### src/rei_regs.vh
`ifndef REI_REGS_VH
`define REI_REGS_VH

// ==========================================
// register byte offsets (avalon, word aligned)
`define REI_OFS_CTRL     8'h00
`define REI_OFS_ERRMASK  8'h04
`define REI_OFS_INTSTAT  8'h08
`define REI_OFS_INTMASK  8'h0C
`define REI_OFS_RATIO    8'h10
`define REI_OFS_STATE    8'h14

// ==========================================
// control register fields
`define REI_CTRL_REFCLK  0
`define REI_CTRL_HALF    1
`define REI_CTRL_POL     2
`define REI_CTRL_OD      3
`define REI_CTRL_W       4

// ==========================================
// error source positions
`define REI_ERR_VALID    0
`define REI_ERR_PARITY   1
`define REI_ERR_BIPHASE  2
`define REI_ERR_CONF     3
`define REI_ERR_SUBCODE_CRC_ERROR     4
`define REI_ERR_CHANNEL_STATUS_CRC_ERROR     5
`define REI_ERR_UNLOCK   6
`define REI_ERR_W        7

// ==========================================
// interrupt status layout: errors in 6:0, ratio update in 7
`define REI_INT_RATIO    7
`define REI_INT_W        8

// ==========================================
// state register fields
`define REI_ST_RXERR     0
`define REI_ST_INTACT    1
`define REI_ST_HWMODE    2
`define REI_ST_RDSEEN    3

// ==========================================
// reset values
`define REI_RST_CTRL     4'h4
`define REI_RST_ERRMASK  7'h7F
`define REI_RST_INTMASK  8'h00
`define REI_RST_RATIO    8'h00

// ==========================================
// ratio format: 256 reference edges per input frame, 6 fraction bits
`define REI_RATIO_SHIFT  2
`define REI_RATIO_MAX    8'hFF

`endif

### src/rei_rxerr.v
`timescale 1ns/10ps

// ==========================================
// receiver error evaluation, once per sub-frame
module rei_rxerr #(
	parameter NERR = 7
) (
	input  wire            clk,
	input  wire            rstN,
	input  wire            subframeStb,
	input  wire [NERR-1:0] errIn,
	input  wire [NERR-1:0] errPass,
	output reg             rxErr_r,
	output reg  [NERR-1:0] errEvt_r
);

	always @(posedge clk) begin
		if (!rstN) begin
			rxErr_r  <= 1'b0;
			errEvt_r <= {NERR{1'b0}};
		end else begin
			errEvt_r <= {NERR{1'b0}};
			if (subframeStb) begin
				// sampled per sub-frame, so it rises and falls with the first one that differs
				rxErr_r  <= |(errIn & errPass);
				errEvt_r <= errIn;
			end
		end
	end

endmodule // rei_rxerr

### src/rei_ratio.v
`timescale 1ns/10ps
`include "rei_regs.vh"

// ==========================================
// reference clock to input frame ratio meter
module rei_ratio #(
	parameter CW = 12
) (
	input  wire       clk,
	input  wire       rstN,
	input  wire       refClk,
	input  wire       frameStb,
	output reg  [7:0] ratio_r,
	output reg        upd_r
);

	reg  [CW-1:0] cnt_r;
	reg           refQ_r;
	wire          refRise = refClk & ~refQ_r;
	wire [CW-1:0] scaled  = cnt_r >> `REI_RATIO_SHIFT;

	always @(posedge clk) begin
		if (!rstN) begin
			cnt_r   <= {CW{1'b0}};
			refQ_r  <= 1'b0;
			ratio_r <= `REI_RST_RATIO;
			upd_r   <= 1'b0;
		end else begin
			refQ_r <= refClk;
			upd_r  <= frameStb;
			if (frameStb) begin
				// saturate instead of wrapping when the input rate is very low
				ratio_r <= (|scaled[CW-1:8]) ? `REI_RATIO_MAX : scaled[7:0];
				cnt_r   <= {{(CW-1){1'b0}}, refRise};
			end else if (refRise && !(&cnt_r)) begin
				cnt_r <= cnt_r + {{(CW-1){1'b0}}, 1'b1};
			end
		end
	end

endmodule // rei_ratio

### src/rei_top.v
`timescale 1ns/10ps
`include "rei_regs.vh"

// Function
// - while reset is low the block shows low power and every register holds its reset value.
// - the master clock output follows the recovered 256x clock by default, or a 128x one when chosen.
// - the receiver error output is high on a receiver problem and is re-evaluated each sub-frame.
// - its sources are validity, parity, bi-phase, confidence, subcode crc, channel status crc and unlock.
// - each source has its own mask bit and a masked source cannot raise the receiver error output.
// - the receiver error output rises on any unmasked error and falls once none remains.
// - a condition reaches the interrupt only when its own mask bit unmasks it.
// - the causes of an interrupt are kept in status bits that software reads back.
// - the interrupt pin has selectable polarity and push-pull or open-drain drive.
// - an asserted interrupt stays until its status was read and all status bits are zero; only the pin holds, irq_r just follows the unmasked status bits.
// - in reference clock mode the system reference clock drives the master clock output.
// - the ratio register is measured against the system reference clock.
// - a static mode pin chooses software control over the bus or hardware control by pins; there are no such pins, hardware mode only blocks bus writes.

module rei_top #(
	parameter NERR = `REI_ERR_W,
	parameter CW   = 12
) (
	input  wire            clk,
	input  wire            rst_n,
	input  wire [7:0]      address,
	input  wire            read,
	input  wire            write,
	input  wire [31:0]     writedata,
	input  wire [3:0]      byteenable,
	output reg  [31:0]     readdata,
	output reg             waitrequest,
	input  wire            subframeStb,
	input  wire            frameStb,
	input  wire [NERR-1:0] errIn,
	input  wire            recoveredMasterClock,
	input  wire            systemReferenceClock,
	input  wire            hwModePin,
	output wire            receiverErrorOut,
	output reg             intPinOut_r,
	output reg             intPinOeN_r,
	output reg             irq_r,
	output reg             mclkOut_r,
	output reg             lowPower_r,
	output reg             hwMode_r
);

	// ==========================================
	// reset release
	reg rstN1_r;
	reg rstN2_r;
	wire rstN = rstN2_r & rst_n;

	always @(posedge clk) begin
		if (!rst_n) begin
			rstN1_r <= 1'b0;
			rstN2_r <= 1'b0;
		end else begin
			// all state on rstN leaves reset on the same edge of clk; lowPower_r falls on that same edge
			rstN1_r <= 1'b1;
			rstN2_r <= rstN1_r;
		end
	end

	always @(posedge clk) begin
		if (!rst_n)
			lowPower_r <= 1'b1;
		else
			lowPower_r <= ~rstN2_r;
	end

	// ==========================================
	// mode strap, caught once after release
	reg modeTaken_r;

	always @(posedge clk) begin
		if (!rstN) begin
			hwMode_r    <= 1'b0;
			modeTaken_r <= 1'b0;
		end else if (!modeTaken_r) begin
			// pin is static, a later change is ignored until next reset
			hwMode_r    <= hwModePin;
			modeTaken_r <= 1'b1;
		end
	end

	// ==========================================
	// registers
	reg  [`REI_CTRL_W-1:0] ctrl_r;
	reg  [NERR-1:0]        errPass_r;
	reg  [`REI_INT_W-1:0]  intStat_r;
	reg  [`REI_INT_W-1:0]  intStat_nxt;
	reg  [`REI_INT_W-1:0]  intMask_r;
	reg                    intAct_r;
	reg                    statRead_r;
	wire [7:0]             ratio;
	wire                   ratioUpd;
	wire [NERR-1:0]        errEvt;

	wire acc   = (read | write) & ~waitrequest;
	wire wrAcc = acc & write & byteenable[0] & ~hwMode_r;
	wire rdAcc = acc & read;

	function hit;
		input [7:0] a;
		input [7:0] ofs;
		begin
			hit = (a == ofs);
		end
	endfunction

	// ==========================================
	// avalon slave: one wait state on every access
	always @(posedge clk) begin
		if (!rstN) begin
			waitrequest <= 1'b1;
			readdata    <= 32'h00000000;
		end else if ((read | write) && waitrequest) begin
			waitrequest <= 1'b0;
			// read data stands until the next accepted read, a write leaves it alone
			if (read) begin
				readdata <= 32'h00000000;
				case (1'b1)
				hit(address, `REI_OFS_CTRL):    readdata[`REI_CTRL_W-1:0] <= ctrl_r;
				hit(address, `REI_OFS_ERRMASK): readdata[NERR-1:0] <= errPass_r;
				hit(address, `REI_OFS_INTSTAT): readdata[`REI_INT_W-1:0] <= intStat_r;
				hit(address, `REI_OFS_INTMASK): readdata[`REI_INT_W-1:0] <= intMask_r;
				hit(address, `REI_OFS_RATIO):   readdata[7:0] <= ratio;
				hit(address, `REI_OFS_STATE): begin
					readdata[`REI_ST_RXERR]  <= receiverErrorOut;
					readdata[`REI_ST_INTACT] <= intAct_r;
					readdata[`REI_ST_HWMODE] <= hwMode_r;
					readdata[`REI_ST_RDSEEN] <= statRead_r;
				end
				default: readdata <= 32'h00000000;
				endcase
			end
		end else begin
			waitrequest <= 1'b1;
		end
	end

	// in hardware mode the bus cannot change the configuration
	always @(posedge clk) begin
		if (!rstN) begin
			ctrl_r    <= `REI_RST_CTRL;
			errPass_r <= `REI_RST_ERRMASK;
			intMask_r <= `REI_RST_INTMASK;
		end else if (wrAcc) begin
			if (hit(address, `REI_OFS_CTRL))
				ctrl_r <= writedata[`REI_CTRL_W-1:0];
			if (hit(address, `REI_OFS_ERRMASK))
				errPass_r <= writedata[NERR-1:0];
			if (hit(address, `REI_OFS_INTMASK))
				intMask_r <= writedata[`REI_INT_W-1:0];
		end
	end

	// ==========================================
	// receiver error and ratio
	rei_rxerr #(
		.NERR (NERR)
	) uRxErr (
		.clk         (clk),
		.rstN        (rstN),
		.subframeStb (subframeStb),
		.errIn       (errIn),
		.errPass     (errPass_r),
		.rxErr_r     (receiverErrorOut),
		.errEvt_r    (errEvt)
	);

	rei_ratio #(
		.CW (CW)
	) uRatio (
		.clk      (clk),
		.rstN     (rstN),
		.refClk   (systemReferenceClock),
		.frameStb (frameStb),
		.ratio_r  (ratio),
		.upd_r    (ratioUpd)
	);

	// ==========================================
	// interrupt status, write one to clear, set wins
	wire [`REI_INT_W-1:0] evt = {ratioUpd, errEvt};
	wire [`REI_INT_W-1:0] clr = (wrAcc && hit(address, `REI_OFS_INTSTAT)) ?
	                            writedata[`REI_INT_W-1:0] : {`REI_INT_W{1'b0}};

	always @* begin
		intStat_nxt = (intStat_r & ~clr) | evt;
	end

	wire pend = |(intStat_nxt & intMask_r);

	always @(posedge clk) begin
		if (!rstN) begin
			intStat_r  <= {`REI_INT_W{1'b0}};
			intAct_r   <= 1'b0;
			statRead_r <= 1'b0;
			irq_r      <= 1'b0;
		end else begin
			intStat_r <= intStat_nxt;
			irq_r     <= pend;
			if (!intAct_r) begin
				intAct_r   <= pend;
				statRead_r <= 1'b0;
			end else begin
				// a read alone is not enough: every status bit must be back at zero
				if (statRead_r && (intStat_nxt == {`REI_INT_W{1'b0}}))
					intAct_r <= 1'b0;
				if (rdAcc && hit(address, `REI_OFS_INTSTAT))
					statRead_r <= 1'b1;
			end
		end
	end

	// ==========================================
	// interrupt pin driver
	wire intLevel = intAct_r ~^ ctrl_r[`REI_CTRL_POL];

	always @(posedge clk) begin
		if (!rstN) begin
			intPinOut_r <= 1'b0;
			intPinOeN_r <= 1'b1;
		end else if (ctrl_r[`REI_CTRL_OD]) begin
			// open drain only pulls low; the high level comes from the pull-up
			intPinOut_r <= 1'b0;
			intPinOeN_r <= intLevel;
		end else begin
			intPinOut_r <= intLevel;
			intPinOeN_r <= 1'b0;
		end
	end

	// ==========================================
	// master clock select
	reg recQ_r;
	reg half_r;

	always @(posedge clk) begin
		if (!rstN) begin
			recQ_r    <= 1'b0;
			half_r    <= 1'b0;
			mclkOut_r <= 1'b0;
		end else begin
			recQ_r <= recoveredMasterClock;
			if (recoveredMasterClock && !recQ_r)
				half_r <= ~half_r;
			// sampled copy: only as exact as clk is fast against the selected clock
			if (ctrl_r[`REI_CTRL_REFCLK])
				mclkOut_r <= systemReferenceClock;
			else if (ctrl_r[`REI_CTRL_HALF])
				mclkOut_r <= half_r;
			else
				mclkOut_r <= recoveredMasterClock;
		end
	end

endmodule // rei_top

### config.mk
export PLATFORM = sky130hd
export DESIGN_NAME = rei_top
export DESIGN_NICKNAME = d
export VERILOG_FILES = /design/src/rei_rxerr.v /design/src/rei_ratio.v /design/src/rei_top.v
export VERILOG_INCLUDE_DIRS = /design/src /design/src/src
export SDC_FILE = /design/constraint.sdc
export NUM_CORES = 1
export LEC_CHECK = 0
export ABC_AREA = 1
export CORE_ASPECT_RATIO = 1.4
export CORE_MARGIN = 2
export CORE_UTILIZATION = 65
export CTS_BUF_LIST = sky130_fd_sc_hd__clkbuf_8
export CTS_CLUSTER_SIZE = 16
export DETAILED_ROUTE_END_ITERATION = 16
export DONT_BUFFER_PORTS = 1
export GPL_TIMING_DRIVEN = 0
export PLACE_DENSITY_LB_ADDON = 0.12
export SETUP_SLACK_MARGIN = 0.1
export SLEW_MARGIN = 25
export SYNTH_ARGS = -nofsm -noshare
export SYNTH_HDL_FRONTEND = slang
export SYNTH_SLANG_ARGS = --single-unit
export TNS_END_PERCENT = 100
### constraint.sdc
create_clock -name clk -period 1.7 [get_ports clk]
set_input_delay 0 -clock clk [delete_from_list [all_inputs] [get_ports clk]]
set_output_delay 0 -clock clk [all_outputs]
set_load 0.02 [all_outputs]
==> impl_metrics.sql <==
INSERT INTO impl_metrics (metric_group, metric, value, unit) VALUES
('status', 'run_status', 'finished, final reports clean', ''),
('yosys', 'synth.ff_latch_count', '79', ''),
('finish', 'syn2layout_area_growth', '23.0', '%'),
('yosys', 'synth.area.mux_share', '0', '%'),
('worst_setup_path', 'timing_worst_setup_path_type', 'flip-flop to flip-flop', ''),
('power', 'power_frac_comb', '7.7', '%'),
('yosys', 'synthSimpleGateAreaFrac', '28.9', '%'),
('drt', 'drtAntennaViolNets', '0', ''),
('grt', 'grt_pass1_wl', '14600', 'µm'),
('worst_setup_path', 'critical_path.endpoint_type', 'flip-flop', ''),
('die', 'chipWidth', '66.6', 'µm'),
('worst_setup_path', 'worst_ep_required_time', '1.96', 'ns'),
('yosys', 'synth_sequential_area_ratio', '44.3', '%'),
('grt', 'maximum_number_of_pins_on_one_net_before_global_route_repair', '14', ''),
('yosys', 'synthFlopType', 'sky130_fd_sc_hd__dfxtp_1', ''),
('sta', 'setup-tns-final', '0', 'ns'),
('sta', 'layout_min_cycle_time', '1.65', 'ns'),
('place', 'hpwl', '6680', 'µm'),
('power', 'worst_ir_drop_vdd', '0.599', 'mV'),
('drt', 'vias', '3498', ''),
('grt', 'globalRouteOverflowTotal', '0', ''),
('die', 'placement_rows', '31', ''),
('finish', 'n_antenna_cell', '0', ''),
('yosys', 'synth-compound-area-share', '12.8', '%'),
('power', 'power_per_cell_area', '841', 'nW/µm²'),
('sta', 'timing.clock.skew', '0.0142', 'ns'),
('yosys', 'syn_avg_cell_area', '7.09', 'µm²'),
('yosys', 'netlist.area_leader.share', '44.3', '%'),
('die', 'floorplan.die_area', '6110', 'µm²'),
('yosys', 'synth_xor_xnor_area_share', '0.491', '%'),
('drt', 'postRouteWirelength', '9730', 'µm'),
('finish', 'utilization', '83.8', '%'),
('finish', 'layout.nets', '627', ''),
('yosys', 'synthMostInstantiatedCell', 'sky130_fd_sc_hd__nand2_1', ''),
('sta', 'maxClockFrequency', '0.607', 'GHz'),
('sta', 'hold_violations', '0', ''),
('power', 'netsw', '0.863', 'mW'),
('drt', 'detail_route.wl_per_cell', '15.3', 'µm'),
('yosys', 'syn-instance-count', '503', ''),
('drt', 'detail_route.iter0.violations', '315', ''),
('clock_network', 'htree_num_levels', '3', ''),
('grt', 'vias_in_the_first_global_route', '3378', ''),
('worst_setup_path', 'timing.critical_path.from_type', 'flip-flop', ''),
('yosys', 'synth_enable_flop_cells', '0', ''),
('sta', 'final_worst_path_period_share', '96.9', '%'),
('power', 'cellLeakagePower', '1.88', 'nW'),
('drt', 'vias_per_cell', '5.49', ''),
('die', 'floorplan.io_pins', '100', ''),
('finish', 'post_route_cells_drive_above_1_share', '18.9', '%'),
('flow_run', 'max_cap_viol_count', '0', ''),
('power', 'power.share.clock', '41.6', '%'),
('clock_network', 'worst_skew_pair.late_latency', '0.36', 'ns'),
('yosys', 'netlist-cell-type-count', '34', ''),
('yosys', 'synth_area', '3570', 'µm²'),
('drt', 'drc', '0', ''),
('yosys', 'yosysWarnings', '0', ''),
('yosys', 'ys_async_sr_fraction', '0', '%'),
('grt', 'grt_antenna_before_repair', '0', ''),
('clock_network', 'cts_made_buffers', '9', ''),
('yosys', 'synth_top_family_by_area', 'simple AND/OR/NAND/NOR gates', ''),
('worst_hold_path', 'hold_class', 'input port to flip-flop', ''),
('place', 'gp_routability_congestion', '0.991', ''),
('grt', 'grt_usage', '31.6', '%'),
('yosys', 'synth_common_cells', '128 x sky130_fd_sc_hd__nand2_1, 79 x sky130_fd_sc_hd__dfxtp_1, 59 x sky130_fd_sc_hd__inv_1, 57 x sky130_fd_sc_hd__nor2_1, 42 x sky130_fd_sc_hd__a21oi_1', ''),
('power', 'p_seq_share', '50.8', '%'),
('clock_network', 'tritoncts', 'built', ''),
('yosys', 'post-synth-top-area-cell', 'sky130_fd_sc_hd__dfxtp_1', ''),
('sta', 'tightest_slew', '0.534', 'ns'),
('place', 'io_buffer_count', '0', ''),
('clock_network', 'path_clk_slew', '0.09', 'ns'),
('clock_network', 'cts.sink_count', '79', '');
## what timing repair did
item                       4_1_cts  5_1_grt
hold endpoints to repair        60        0
buffers inserted                 2        5
pin swaps                        1       13
setup endpoints to repair       32       27
gates resized for setup          9       49
hold buffers                    22        0
## placed cells by master, fill, tap and decap left out, types with 3 or more instances in the layout
cell	instances
sky130_fd_sc_hd__nand2_1	119
sky130_fd_sc_hd__dfxtp_1	69
sky130_fd_sc_hd__inv_1	57
sky130_fd_sc_hd__nor2_1	50
sky130_fd_sc_hd__a21oi_1	42
sky130_fd_sc_hd__buf_4	31
sky130_fd_sc_hd__o21ai_0	27
sky130_fd_sc_hd__nand3_1	24
sky130_fd_sc_hd__conb_1	24
sky130_fd_sc_hd__dlygate4sd3_1	22
sky130_fd_sc_hd__nand2_2	12
sky130_fd_sc_hd__clkbuf_8	10
sky130_fd_sc_hd__nor2_4	8
sky130_fd_sc_hd__dfxtp_2	7
sky130_fd_sc_hd__nor2_2	5
sky130_fd_sc_hd__nand4_1	5
sky130_fd_sc_hd__nand3_2	5
sky130_fd_sc_hd__inv_2	5
sky130_fd_sc_hd__o211ai_1	5
sky130_fd_sc_hd__nor3_1	4
sky130_fd_sc_hd__clkbuf_2	3
sky130_fd_sc_hd__a22oi_1	3
sky130_fd_sc_hd__dfxtp_4	3
## metrics by stage
| step | hold WS [ns] | std cells | total power [mW] | setup WS (ns) | instance area, µm² |
|---|---|---|---|---|---|
| 6_report | 0.0112 | 637 | 3.69 | 0.0535 | 4390 |
| 4_1_cts | 0.00427 | 632 | 3.66 | 0.0576 | 4210 |
| 2_1_floorplan | 0.0277 | 526 | 2.09 | 0.168 | 3650 |
| 5_1_grt | 0.0186 | 637 | 3.79 | -0.0445 | 4390 |
| 3_5_place_dp | 0.0278 | 592 | 2.12 | -0.287 | 3740 |
| 3_3_place_gp | 0.0278 | 592 | 2.12 | -0.248 | 3740 |
## state kept, by name (all words and copies together), names as in the netlist, 4 cells and up
signal	cells
intStat_r	8
errPass_r	7
readdata	8
uRxErr.errEvt_r	7
uRatio.cnt_r	12
intMask_r	8
ctrl_r	4
uRatio.ratio_r	8
## power groups by stage
stage / registers, mW / logic [mW] / clock network [mW]
2_1_floorplan: 1.92 / 0.175 / 0
6_report: 1.88 / 0.283 / 1.54
3_3_place_gp: 1.92 / 0.198 / 0
3_5_place_dp: 1.92 / 0.202 / 0
4_1_cts: 1.88 / 0.258 / 1.53
5_1_grt: 1.88 / 0.304 / 1.61
## logic make-up (layout without fill, tap and decap cells)
family | Yosys count | after routing
buf+inv | 97 | 142
flops | 79 | 79
compound gates | 84 | 84
xor+xnor | 2 | 2
fa+ha+maj | 1 | 1
simple gates | 239 | 239
other cells | 1 | 24
## per-layer routing
layer,GRT usage (%),wire [µm],share of wire [%]
met5,0,0,0
met2,55.7,5040,52
met3,8.10,635,6.5
met1,30.6,3450,35
met4,23.0,597,6.1
## area by class of cell
cell class / count / area (µm²)
flip-flops and latches: 79 / 1600
clock buffers: 10 / 138
well taps: 66 / 82.6
multi-input cells: 350 / 1730
fillers: 319 / 846
repair buffers: 29 / 277
clock inverters: 6 / 85.1
inverters: 65 / 251
plain buffers: 32 / 226
## worst max-delay path, cell delays in order, from the launching register on
cell,delay [ns]
sky130_fd_sc_hd__dfxtp_4,0.39
sky130_fd_sc_hd__nor3_4,0.26
sky130_fd_sc_hd__buf_6,0.20
sky130_fd_sc_hd__nand3_2,0.09
sky130_fd_sc_hd__nand2_2,0.10
sky130_fd_sc_hd__nand2_2,0.05
sky130_fd_sc_hd__nand2_1,0.05
sky130_fd_sc_hd__nand2_1,0.05
sky130_fd_sc_hd__nor2_1,0.12
sky130_fd_sc_hd__nand2_1,0.08
sky130_fd_sc_hd__nand2_2,0.08
sky130_fd_sc_hd__a21oi_2,0.05
## path summary, 6_finish.rpt
check	start	end	slack, ns	cells past startpoint
worst max-delay path	waitrequest	intAct_r	0.05	11
worst min-delay path	writedata[6]	intStat_r[6]	0.01	5
worst max register to register	waitrequest	intAct_r	0.05	11
worst min register to register	rstN1_r	rstN2_r	0.42	2
Note: power is estimated with default switching activity, not from simulation.
